`src/rtl/sars_params.svh`:
```
`ifndef SARS_PARAMS_SVH
`define SARS_PARAMS_SVH

// register byte addresses on the plain register port
`define SARS_ADDR_CTRL 16'h0114
`define SARS_ADDR_RESULT 16'h0118
`define SARS_ADDR_IRQ_EN 16'h0120
`define SARS_ADDR_IRQ_FLAG 16'h0124

// converter_control_word layout
`define SARS_CTRL_RESET 16'h0002
`define SARS_BIT_START 0
`define SARS_BIT_PDOWN 1
`define SARS_CHAN_LSB 2
`define SARS_BIT_ISRC_EN 5
`define SARS_ISRC_LSB 6
`define SARS_RANGE_LSB 9
`define SARS_BIT_AUTO 11
`define SARS_BIT_REF 12
`define SARS_DIV_LSB 13
`define SARS_BIT_READY 15

// bit 2 of the second irq flag and enable registers
`define SARS_IRQ_BIT 2

// phase lengths in converter_clock cycles
`define SARS_SAMPLE_CYC 12
`define SARS_RANGE_CYC 24
`define SARS_RANGE_BITS 2
`define SARS_CONV_CYC 84
`define SARS_CONV_BITS 12
`define SARS_RANGE_BIT_CYC (`SARS_RANGE_CYC / `SARS_RANGE_BITS)
`define SARS_CONV_BIT_CYC (`SARS_CONV_CYC / `SARS_CONV_BITS)
`define SARS_MANUAL_TOTAL 96
`define SARS_AUTO_TOTAL 132

// bias settling after leaving power-down
`define SARS_SETTLE_NS 6000
`define SARS_CLK_PERIOD_NS 10
`define SARS_SETTLE_CYC ((`SARS_SETTLE_NS + `SARS_CLK_PERIOD_NS - 1) / `SARS_CLK_PERIOD_NS)

`endif

```
`src/rtl/sars_pkg.sv`:
```
package sars_pkg;
  typedef enum logic [2:0] {
    SARS_IDLE = 3'b000,
    SARS_SAMPLE1 = 3'b001,
    SARS_RANGE = 3'b010,
    SARS_SAMPLE2 = 3'b011,
    SARS_CONVERT = 3'b100
  } sars_state_t;
endpackage

```
`src/rtl/sars_sequencer.sv`:
```
// The register addresses and the strobed register port were left to the implementer.
`include "sars_params.svh"

module sars_sequencer
  import sars_pkg::*;
#(
  parameter int SettleCycles = `SARS_SETTLE_CYC,
  parameter int DivW = 2
) (
  input wire logic mclk,
  input wire logic sys_rst,
  input wire logic [15:0] busAddr,
  input wire logic [15:0] busWdata,
  input wire logic busWrite,
  input wire logic busRead,
  output logic [15:0] busRdata,
  input wire logic compIn,
  input wire logic globalIrqEnable,
  input wire logic irqServiced,
  output logic irqRequest,
  output logic endOfConversion,
  output logic convClockRun,
  output logic sampleSwitch,
  output logic [2:0] channelSel,
  output logic [3:0] currentSrcEn,
  output logic refSwitchClosed,
  output logic powerDown,
  output logic [13:0] dacCode
);
  localparam int SettleW = $clog2(SettleCycles + 1);

  if (SettleCycles < 1) begin : g_badSettle
    $error("sars_sequencer: SettleCycles must be at least 1");
  end
  if (DivW != 2) begin : g_badDiv
    $error("sars_sequencer: divider field is two bits wide");
  end

  logic [15:0] ctrl;
  logic [15:0] next_ctrl;
  logic irqEnable;
  logic next_irqEnable;
  logic conversionDone;
  logic next_conversionDone;
  logic [SettleW-1:0] settleCnt;
  logic [SettleW-1:0] next_settleCnt;
  logic [15:0] next_busRdata;
  logic biasReady;
  logic ctrlWrite;
  logic startPulse;

  sars_state_t state;
  sars_state_t next_state;
  logic [3:0] bitCnt;
  logic [3:0] next_bitCnt;
  logic [3:0] pos;
  logic [3:0] next_pos;
  logic [13:0] next_dacCode;
  logic [15:0] resultWord;
  logic [15:0] next_resultWord;
  logic autoMode;
  logic next_autoMode;
  logic next_eoc;
  logic [7:0] convTicks;
  logic [7:0] next_convTicks;
  logic tick;
  logic compSync;

  sars_sync #(.Width(1)) sars_sync_inst (
    .mclk(mclk),
    .sys_rst(sys_rst),
    .asyncIn(compIn),
    .syncOut(compSync)
  );

  sars_clkdiv #(.RatioW(DivW)) sars_clkdiv_inst (
    .mclk(mclk),
    .sys_rst(sys_rst),
    .run(convClockRun),
    .ratioSel(ctrl[`SARS_DIV_LSB +: DivW]),
    .tick(tick)
  );

  assign ctrlWrite = busWrite && busAddr == `SARS_ADDR_CTRL;
  assign startPulse = ctrlWrite && busWdata[`SARS_BIT_START];
  assign biasReady = settleCnt == SettleW'(SettleCycles);

  // register file: start and ready bits are never stored
  always_comb begin
    next_ctrl = ctrl;
    next_irqEnable = irqEnable;
    next_conversionDone = conversionDone;
    next_settleCnt = settleCnt;
    next_busRdata = 16'h0000;
    if (ctrlWrite) begin
      next_ctrl = busWdata & 16'h7ffe;
    end
    if (busWrite && busAddr == `SARS_ADDR_IRQ_EN) begin
      next_irqEnable = busWdata[`SARS_IRQ_BIT];
    end
    if (busWrite && busAddr == `SARS_ADDR_IRQ_FLAG) begin
      next_conversionDone = busWdata[`SARS_IRQ_BIT];
    end
    if (irqServiced) begin
      next_conversionDone = 1'b0;
    end
    if (endOfConversion) begin
      next_conversionDone = 1'b1;
    end
    if (ctrl[`SARS_BIT_PDOWN]) begin
      next_settleCnt = '0;
    end else if (!biasReady) begin
      next_settleCnt = settleCnt + 1'b1;
    end
    if (busRead) begin
      if (busAddr == `SARS_ADDR_CTRL) begin
        next_busRdata = ctrl;
        next_busRdata[`SARS_BIT_READY] = biasReady;
      end else if (busAddr == `SARS_ADDR_RESULT) begin
        next_busRdata = resultWord;
      end else if (busAddr == `SARS_ADDR_IRQ_EN) begin
        next_busRdata[`SARS_IRQ_BIT] = irqEnable;
      end else if (busAddr == `SARS_ADDR_IRQ_FLAG) begin
        next_busRdata[`SARS_IRQ_BIT] = conversionDone;
      end else begin
        next_busRdata = 16'h0000;
      end
    end
  end

  always_ff @(posedge mclk) begin
    if (sys_rst) begin
      ctrl <= `SARS_CTRL_RESET;
      irqEnable <= 1'b0;
      conversionDone <= 1'b0;
      settleCnt <= '0;
      busRdata <= 16'h0000;
    end else begin
      ctrl <= next_ctrl;
      irqEnable <= next_irqEnable;
      conversionDone <= next_conversionDone;
      settleCnt <= next_settleCnt;
      busRdata <= next_busRdata;
    end
  end

  // sequencer: bitCnt counts converter ticks inside a phase or bit slot
  always_comb begin
    next_state = state;
    next_bitCnt = bitCnt;
    next_pos = pos;
    next_dacCode = dacCode;
    next_resultWord = resultWord;
    next_autoMode = autoMode;
    next_eoc = 1'b0;
    next_convTicks = convTicks;
    if (startPulse) begin
      // a restart mid-conversion simply begins again; its data are not trusted
      next_state = SARS_SAMPLE1;
      next_bitCnt = 4'h0;
      next_pos = 4'h0;
      next_autoMode = busWdata[`SARS_BIT_AUTO];
      next_dacCode = 14'h0000;
      if (!busWdata[`SARS_BIT_AUTO]) begin
        next_dacCode[13:12] = busWdata[`SARS_RANGE_LSB +: 2];
      end
      next_resultWord = 16'h0000;
      next_convTicks = 8'h00;
    end else if (state != SARS_IDLE && tick) begin
      next_convTicks = convTicks + 8'h01;
      next_bitCnt = bitCnt + 4'h1;
      case (state)
        SARS_SAMPLE1: begin
          if (bitCnt == 4'(`SARS_SAMPLE_CYC - 1)) begin
            next_bitCnt = 4'h0;
            if (autoMode) begin
              next_state = SARS_RANGE;
              next_pos = 4'd13;
              next_dacCode[13] = 1'b1;
            end else begin
              next_state = SARS_CONVERT;
              next_pos = 4'd11;
              next_dacCode[11] = 1'b1;
            end
          end
        end
        SARS_RANGE: begin
          if (bitCnt == 4'(`SARS_RANGE_BIT_CYC - 1)) begin
            next_bitCnt = 4'h0;
            next_dacCode[pos] = compSync;
            next_resultWord = {2'b00, next_dacCode};
            if (pos == 4'd12) begin
              next_state = SARS_SAMPLE2;
            end else begin
              next_pos = pos - 4'h1;
              next_dacCode[next_pos] = 1'b1;
            end
          end
        end
        SARS_SAMPLE2: begin
          if (bitCnt == 4'(`SARS_SAMPLE_CYC - 1)) begin
            next_bitCnt = 4'h0;
            next_state = SARS_CONVERT;
            next_pos = 4'd11;
            next_dacCode[11] = 1'b1;
          end
        end
        SARS_CONVERT: begin
          if (bitCnt == 4'(`SARS_CONV_BIT_CYC - 1)) begin
            next_bitCnt = 4'h0;
            next_dacCode[pos] = compSync;
            // decided bits show in the result as they resolve
            if (autoMode) begin
              next_resultWord = {2'b00, next_dacCode};
            end else begin
              next_resultWord = {4'h0, next_dacCode[11:0]};
            end
            if (pos == 4'd0) begin
              next_state = SARS_IDLE;
              next_eoc = 1'b1;
            end else begin
              next_pos = pos - 4'h1;
              next_dacCode[next_pos] = 1'b1;
            end
          end
        end
        default: begin
          next_state = SARS_IDLE;
        end
      endcase
    end
  end

  always_ff @(posedge mclk) begin
    if (sys_rst) begin
      state <= SARS_IDLE;
      bitCnt <= 4'h0;
      pos <= 4'h0;
      dacCode <= 14'h0000;
      resultWord <= 16'h0000;
      autoMode <= 1'b0;
      endOfConversion <= 1'b0;
      convTicks <= 8'h00;
    end else begin
      state <= next_state;
      bitCnt <= next_bitCnt;
      pos <= next_pos;
      dacCode <= next_dacCode;
      resultWord <= next_resultWord;
      autoMode <= next_autoMode;
      endOfConversion <= next_eoc;
      convTicks <= next_convTicks;
    end
  end

  assign convClockRun = state != SARS_IDLE;
  // the mux only connects during the two sample phases
  assign sampleSwitch = state == SARS_SAMPLE1 || state == SARS_SAMPLE2;
  assign channelSel = ctrl[`SARS_CHAN_LSB +: 3];
  assign refSwitchClosed = ctrl[`SARS_BIT_REF];
  assign powerDown = ctrl[`SARS_BIT_PDOWN];
  assign irqRequest = conversionDone && irqEnable && globalIrqEnable;

  // one enable plus a two-bit select cannot light two sources
  for (genvar i = 0; i < 4; i++) begin : g_isrc
    assign currentSrcEn[i] = ctrl[`SARS_BIT_ISRC_EN] &&
                             ctrl[`SARS_ISRC_LSB +: 2] == 2'(i);
  end
endmodule

```
`src/rtl/sars_sync.sv`:
```
module sars_sync #(
  parameter int Width = 1
) (
  input wire logic mclk,
  input wire logic sys_rst,
  input wire logic [Width-1:0] asyncIn,
  output logic [Width-1:0] syncOut
);
  logic [Width-1:0] stage1;

  if (Width < 1) begin : g_badWidth
    $error("sars_sync: Width must be at least 1");
  end

  always_ff @(posedge mclk) begin
    if (sys_rst) begin
      stage1 <= '0;
      syncOut <= '0;
    end else begin
      stage1 <= asyncIn;
      syncOut <= stage1;
    end
  end
endmodule

```
`src/rtl/sars_clkdiv.sv`:
```
module sars_clkdiv #(
  parameter int RatioW = 2
) (
  input wire logic mclk,
  input wire logic sys_rst,
  input wire logic run,
  input wire logic [RatioW-1:0] ratioSel,
  output logic tick
);
  logic [RatioW-1:0] cnt;
  logic [RatioW-1:0] next_cnt;
  logic next_tick;

  if (RatioW < 1) begin : g_badRatio
    $error("sars_clkdiv: RatioW must be at least 1");
  end

  // ratio is field value plus one; a stopped divider restarts from zero
  always_comb begin
    next_cnt = cnt;
    next_tick = 1'b0;
    if (!run) begin
      next_cnt = '0;
    end else if (cnt == ratioSel) begin
      next_cnt = '0;
      next_tick = 1'b1;
    end else begin
      next_cnt = cnt + 1'b1;
    end
  end

  always_ff @(posedge mclk) begin
    if (sys_rst) begin
      cnt <= '0;
      tick <= 1'b0;
    end else begin
      cnt <= next_cnt;
      tick <= next_tick;
    end
  end
endmodule

```
`config.mk`:
```
export PLATFORM = sky130hd
export DESIGN_NAME = sars_sequencer
export DESIGN_NICKNAME = d
export VERILOG_FILES = /design/src/rtl/sars_pkg.sv /design/src/rtl/sars_sequencer.sv /design/src/rtl/sars_sync.sv /design/src/rtl/sars_clkdiv.sv
export VERILOG_INCLUDE_DIRS = /design/src /design/src/rtl
export SDC_FILE = /design/constraint.sdc
export NUM_CORES = 1
export LEC_CHECK = 0
export ABC_AREA = 1
export BUFFER_PORTS_ARGS = -buffer_cell sky130_fd_sc_hd__buf_2
export CAP_MARGIN = 20
export CELL_PAD_IN_SITES_DETAIL_PLACEMENT = 1
export CELL_PAD_IN_SITES_GLOBAL_PLACEMENT = 1
export CORE_UTILIZATION = 35
export DETAILED_ROUTE_END_ITERATION = 8
export GPL_ROUTABILITY_DRIVEN = 0
export PLACE_DENSITY_LB_ADDON = 0.08
export SLEW_MARGIN = 10
export SYNTH_ARGS = -nofsm -noshare
export SYNTH_HDL_FRONTEND = slang
export SYNTH_HIERARCHICAL = 1
export SYNTH_SLANG_ARGS = --single-unit
```
`constraint.sdc`:
```
create_clock -name mclk -period 1.6 [get_ports mclk]
set_clock_uncertainty 0.15 [all_clocks]
set_input_delay 0.24 -clock mclk [delete_from_list [all_inputs] [get_ports mclk]]
set_output_delay 0.24 -clock mclk [all_outputs]
set_load 0.02 [all_outputs]
```
==> results of run 1 <==
## stage by stage
stage	instance area [um2]	util (%)	setup TNS (ns)	power, uW
global route	6620	55.1	-10.53	4550
CTS	6120	51.0	-5.85	4440
finish	6620	55.1	-7.49	4410
detailed placement	5510	45.8	-6.82	2400
floorplan	4380	-	-0.516	2300
global placement	5510	45.8	-3.70	2400
## flip-flops by register name, indices dropped and copies added (netlist names)
name	cells
resultWord	14
busRdata	16
conversionDone	1
bitCnt	4
sars_clkdiv_inst/cnt	2
irqEnable	1
sars_sync_inst/syncOut	1
autoMode	1
pos	4
state	3
dacCode	14
ctrl	14
endOfConversion	1
sars_clkdiv_inst/tick	1
sars_sync_inst/stage1	1
settleCnt	10
## final cells by class
| type | count | area [um2] |
|---|---|---|
| Inverter | 82 | 314 |
| Clock inverter | 7 | 53.8 |
| Timing Repair Buffer | 181 | 1360 |
| Fill cell | 1525 | 5400 |
| Clock buffer | 9 | 225 |
| Sequential cell | 88 | 1780 |
| Tap cell | 147 | 184 |
| Multi-Input combinational cell | 434 | 2690 |
## worst max path at each step
stage,end,cells after the start,startpoint
finish,dacCode[10],10,pos[2]
global route,dacCode[4],12,bitCnt[1]
CTS,dacCode[10],12,bitCnt[1]
detailed placement,dacCode[6],10,bitCnt[0]
global placement,dacCode[10],11,bitCnt[0]
floorplan,dacCode[10],11,bitCnt[1]
## worst max-delay path, cell delays in order (launching register included)
cell and delay [ns]:
dfxtp_2 0.38, buf_4 0.16, nor2_1 0.15, nand2_1 0.12, nand2_1 0.12, nand2_2 0.11, nor2_1 0.17, nand2_2 0.13
nor3_2 0.21, nor2_2 0.06, nor2_2 0.08
## cell families (layout without fill, tap and decap cells)
family	count (synthesis)	count (layout)	synth area share [%]
XOR/XNOR	4	4	0.812
adder cells (fa/ha/maj)	9	9	2.61
flip-flops	88	88	40.8
buffers and inverters	102	279	9.94
AND/OR/NAND/NOR	304	304	31.4
AO/OA/AOI/OAI	117	117	14.5
## where the power goes
| part | total, uW | switching, uW | leakage (uW) | internal, uW |
|---|---|---|---|---|
| combinational | 165 | 96.5 | 0.00205 | 69.0 |
| clock | 2060 | 989 | 0.000129 | 1070 |
| sequential | 2190 | 2.08 | 0.000715 | 2190 |
| total | 4410 | 1090 | 0.00290 | 3320 |
## routing by layer
layer / global-route usage [%] / part of all wire, % / vias up
li1: - / - / 2360
met1: 28.9 / 42 / 2363
met2: 43.9 / 53 / 104
met3: 3.27 / 3.5 / 33
met4: 8.07 / 2.4 / 0
met5: 0 / 0 / -
## layout by cell type, fill, tap and decap left out, types with 4 or more instances in the layout
master / Yosys / routed
nor3_2: 1 / 11
nand2_4: 0 / 19
buf_12: 0 / 6
o21ai_1: 4 / 6
nand3_1: 43 / 40
clkbuf_16: 0 / 11
nor2_1: 72 / 58
inv_2: 5 / 10
inv_6: 0 / 4
nor2_2: 6 / 14
inv_1: 74 / 68
dfxtp_1: 88 / 78
a21oi_2: 0 / 13
a21oi_1: 49 / 36
nand2_2: 7 / 33
nand4_1: 10 / 10
nand2_1: 137 / 92
buf_4: 4 / 79
buf_6: 3 / 12
o21ai_0: 50 / 39
a31oi_1: 5 / 5
buf_2: 7 / 78
dfxtp_2: 0 / 7
nor2_4: 2 / 8
ha_1: 9 / 5
o21ai_2: 2 / 9
nor3_4: 0 / 4
## what timing repair did
action	4_1_cts	5_1_grt
pin swaps	23	37
hold endpoints to repair	2	0
cloned	2	2
hold buffers	2	0
endpoints found under the setup margin	42	52
setup buffers	10	8
resized for setup	59	115
==> impl_metrics.env, run 1 <==
export IMPL_start_util_pct=35.9
export IMPL_yosysTopAreaCellShare_pct=40.8
export IMPL_seq_area_frac_synth_pct=40.8
export IMPL_die_width_um=113
export IMPL_synth_largest_area_cell="dfxtp_1"
export IMPL_ys_ff_latch=88
export IMPL_setup_violations=40
export IMPL_gr_total_overflow=0
export IMPL_routed_via_count=4860
export IMPL_drtAntennaViolNets=0
export IMPL_syn_to_final_growth_pct=53.2
export IMPL_syn_inst=624
export IMPL_reg2reg_slack_ns=-0.30
export IMPL_dp_cells=910
export IMPL_path_class="reg2reg"
export IMPL_syn_nets=672
export IMPL_p_leak_uw=0.00290
export IMPL_synth_common_cells="nand2_1, dfxtp_1, inv_1, nor2_1, o21ai_0"
export IMPL_routed_wl_mm=16.6
export IMPL_drv_slew=0
export IMPL_fin_crit_ns=1.90
export IMPL_syn_cell_area_um2=4320
export IMPL_violations="setup timing"
export IMPL_die_h_um=113
export IMPL_r2r_cells=10
export IMPL_hold_depth=3
export IMPL_cts_root_buf="clkbuf_16"
export IMPL_boundaryPins=82
export IMPL_core_region_area_um2=12000
export IMPL_grt_start_max_net_pins=22
export IMPL_yosys_warnings=6
export IMPL_reg2reg_from="pos[2]"
export IMPL_slew_headroom_pct=72.9
export IMPL_dpl_hpwl_mm=10.8
export IMPL_yosys_cell_types_count=37
export IMPL_worst_slew_pin_slew_ns=0.405
export IMPL_cp_arrival_ns=2.05
export IMPL_rr_endpoint="dacCode[10]"
export IMPL_final_cell_count_no_fill=948
export IMPL_hp_start="busWdata[12]"
export IMPL_peakVddDrop_mv=0.703
export IMPL_hold_class="in2reg"
export IMPL_holdPathEnd="ctrl[12]"
export IMPL_period_share_pct=119
export IMPL_wl_per_cell_um=17.5
export IMPL_synth_main_ff_cell="dfxtp_1"
export IMPL_synthTopCellsByArea="dfxtp_1, nand2_1, inv_1"
export IMPL_status="finished, violations left"
export IMPL_p_per_area_nw_per_um2=667
export IMPL_setup_ws_ns=-0.297
export IMPL_synth_most_common_cell="nand2_1"
export IMPL_numPortBuffers=80
export IMPL_n_antenna_cell=0
export IMPL_grt_pass1_wl_mm=24.1
export IMPL_antenna_found_initial=0
export IMPL_die_area_um2=12800
export IMPL_async_flop_share_pct=0
export IMPL_startpoint_type="flip-flop"
export IMPL_worstPathMaxFanout=5
export IMPL_worstPathRequired_ns=1.75
export IMPL_finalNetCount=844
export IMPL_cts_htree_levels=3
export IMPL_fp_row_count=40
export IMPL_end_kind="flip-flop"
export IMPL_cts_tree="done"
export IMPL_max_cap_violations=0
export IMPL_grt_pass1_vias=4922
export IMPL_rsz0062_at_grt="true"
export IMPL_syn_area_per_cell_um2=6.92
export IMPL_cts_buffer_depth=2
export IMPL_hold_viol=0
export IMPL_synth_edf_count=0
export IMPL_path_clk_slew_ns=0.07
export IMPL_timing_fmax_ghz=0.527
export IMPL_viasPerCell=5.13
export IMPL_insertion_delay_ns=0.36
export IMPL_remaining_drc_errors=0
export IMPL_drtIter0Drc=154
export IMPL_grt_usage_pct=24.0
export IMPL_cts_buffers=9
export IMPL_clock_sinks=88
export IMPL_drive_above_1_share_pct=43.2
export IMPL_dr_pass1_iters=4
export IMPL_holdWs_ns=0.0247
export IMPL_pre_cts_slack_ns=-0.274
Power figures use the tool's default switching activity.
==> inputs of run 2 (changes only) <==
CAP_MARGIN = not set   (was 20)
SKIP_CTS_REPAIR_TIMING = 1   (was not set)
==> run 2 against run 1 <==
Against the previous run: the flow still finishes with violations (setup timing); cell area is 4.5% lower; global-route usage decreased by 1.3 points; flip-flop and latch count did not move; register-to-register slack gained 0.07 ns; non-clock buffer count decreased by 5; sequential power about the same; maximum frequency increased by 4.0%; first-iteration DRC count shrank 10%; final cell count fell by 0.53%; clock power barely moved; utilization shrank 2.5 points; highest routed layer unchanged.
==> impl_metrics.env, run 2 (synthesized netlist as in run 1, its figures left out) <==
export IMPL_setup_violations=38
export IMPL_grt_usage_pct=22.8
export IMPL_drtIter0Drc=138
export IMPL_gr_total_overflow=0
export IMPL_holdPathEnd="ctrl[12]"
export IMPL_worst_slew_pin_slew_ns=0.423
export IMPL_final_cell_mix="nand2_1, buf_4, dfxtp_1"
export IMPL_path_clk_slew_ns=0.07
export IMPL_dr_pass1_iters=4
export IMPL_reg2reg_from="bitCnt[1]"
export IMPL_die_width_um=113
export IMPL_grt_pass1_vias=4741
export IMPL_final_common_cell="nand2_1"
export IMPL_end_kind="flip-flop"
export IMPL_startpoint_type="flip-flop"
export IMPL_place_area_um2=5510
export IMPL_reg2reg_slack_ns=-0.22
export IMPL_drive_above_1_share_pct=38.8
export IMPL_antenna_found_initial=0
export IMPL_syn_to_final_growth_pct=46.3
export IMPL_violations="setup timing"
export IMPL_start_util_pct=35.9
export IMPL_hold_depth=3
export IMPL_timing_fmax_ghz=0.548
export IMPL_routed_wl_mm=14.7
export IMPL_routed_via_count=4659
export IMPL_worstPathMaxFanout=5
export IMPL_hold_class="in2reg"
export IMPL_period_share_pct=114
export IMPL_peakVddDrop_mv=0.372
export IMPL_r2r_cells=12
export IMPL_cp_arrival_ns=1.96
export IMPL_remaining_drc_errors=0
export IMPL_hold_viol=0
export IMPL_core_region_area_um2=12000
export IMPL_cts_root_buf="clkbuf_16"
export IMPL_holdWs_ns=0.0303
export IMPL_grt_start_max_net_pins=29
export IMPL_max_cap_violations=0
export IMPL_postLayoutCoreUtil_pct=52.6
export IMPL_fp_row_count=40
export IMPL_viasPerCell=4.94
export IMPL_finish_instance_area_um2=6320
export IMPL_path_class="reg2reg"
export IMPL_slew_headroom_pct=71.7
export IMPL_p_per_area_nw_per_um2=694
export IMPL_final_cell_count_no_fill=943
export IMPL_cts_buffers=9
export IMPL_boundaryPins=82
export IMPL_die_area_um2=12800
export IMPL_drtAntennaViolNets=0
export IMPL_rsz0062_at_grt="true"
export IMPL_hp_start="busWdata[12]"
export IMPL_insertion_delay_ns=0.35
export IMPL_regMostFlops="busRdata"
export IMPL_drv_slew=0
export IMPL_wl_per_cell_um=15.6
export IMPL_dp_cells=910
export IMPL_setup_ws_ns=-0.224
export IMPL_clock_sinks=88
export IMPL_numPortBuffers=80
export IMPL_largest_register_ffs=16
export IMPL_cts_htree_levels=3
export IMPL_grt_pass1_wl_mm=23.0
export IMPL_n_antenna_cell=0
export IMPL_cts_tree="done"
export IMPL_rr_endpoint="dacCode[7]"
export IMPL_fin_crit_ns=1.82
export IMPL_finalNetCount=839
export IMPL_die_h_um=113
export IMPL_cts_buffer_depth=2
export IMPL_p_leak_uw=0.00284
export IMPL_pre_cts_slack_ns=-0.274
export IMPL_status="finished, violations left"
export IMPL_dpl_hpwl_mm=10.8
export IMPL_worstPathRequired_ns=1.74
-- run 2: power breakdown --
part	total, uW	internal (uW)	switching (uW)
Sequential	2190	2190	2.08
Clock	2030	1070	968
Combinational	162	68.9	93.2
-- run 2: layout make-up --
class	instances	area, um2
Sequential cell	88	1780
Timing Repair Buffer	176	1270
Clock inverter	7	53.8
Fill cell	1543	5690
Inverter	82	313
Tap cell	147	184
Clock buffer	9	225
Multi-Input combinational cell	434	2490
-- run 2: worst max path at each step --
| stage | startpoint | to | slack, ns | depth (start not counted) |
|---|---|---|---|---|
| 6_report | bitCnt[1] | dacCode[7] | -0.22 | 12 |
| 4_1_cts | bitCnt[0] | dacCode[6] | -0.29 | 10 |
| 3_3_place_gp | bitCnt[0] | dacCode[10] | -0.14 | 11 |
| 5_1_grt | bitCnt[0] | dacCode[11] | -0.34 | 11 |
| 2_1_floorplan | bitCnt[1] | dacCode[10] | -0.05 | 11 |
| 3_5_place_dp | bitCnt[0] | dacCode[6] | -0.27 | 10 |
-- run 2: stage by stage --
step                      TNS [ns]  power (uW)
final                        -5.66        4390
after global placement       -3.70        2400
after CTS                    -6.64        4430
after detailed placement     -6.82        2400
after floorplan             -0.516        2300
after global routing         -9.42        4540
-- run 2: critical path, cell delays in order, from the launching register on --
cell	delay, ns
dfxtp_4	0.37
ha_4	0.15
nand2_4	0.05
nor2_4	0.13
inv_2	0.07
a21oi_4	0.16
nand3_4	0.16
inv_6	0.13
buf_12	0.12
nand2_1	0.06
nor2_2	0.11
nor2_2	0.06
nor2_2	0.06
-- run 2: routing by layer --
metal	track usage, %	vias to the layer above	wire length (um)	part of all wire (%)
met5	0	-	0	0
met4	8.33	0	203	1.4
met3	2.79	16	265	1.8
met2	40.9	60	7630	52
met1	27.9	2233	6580	45
li1	-	2350	-	-
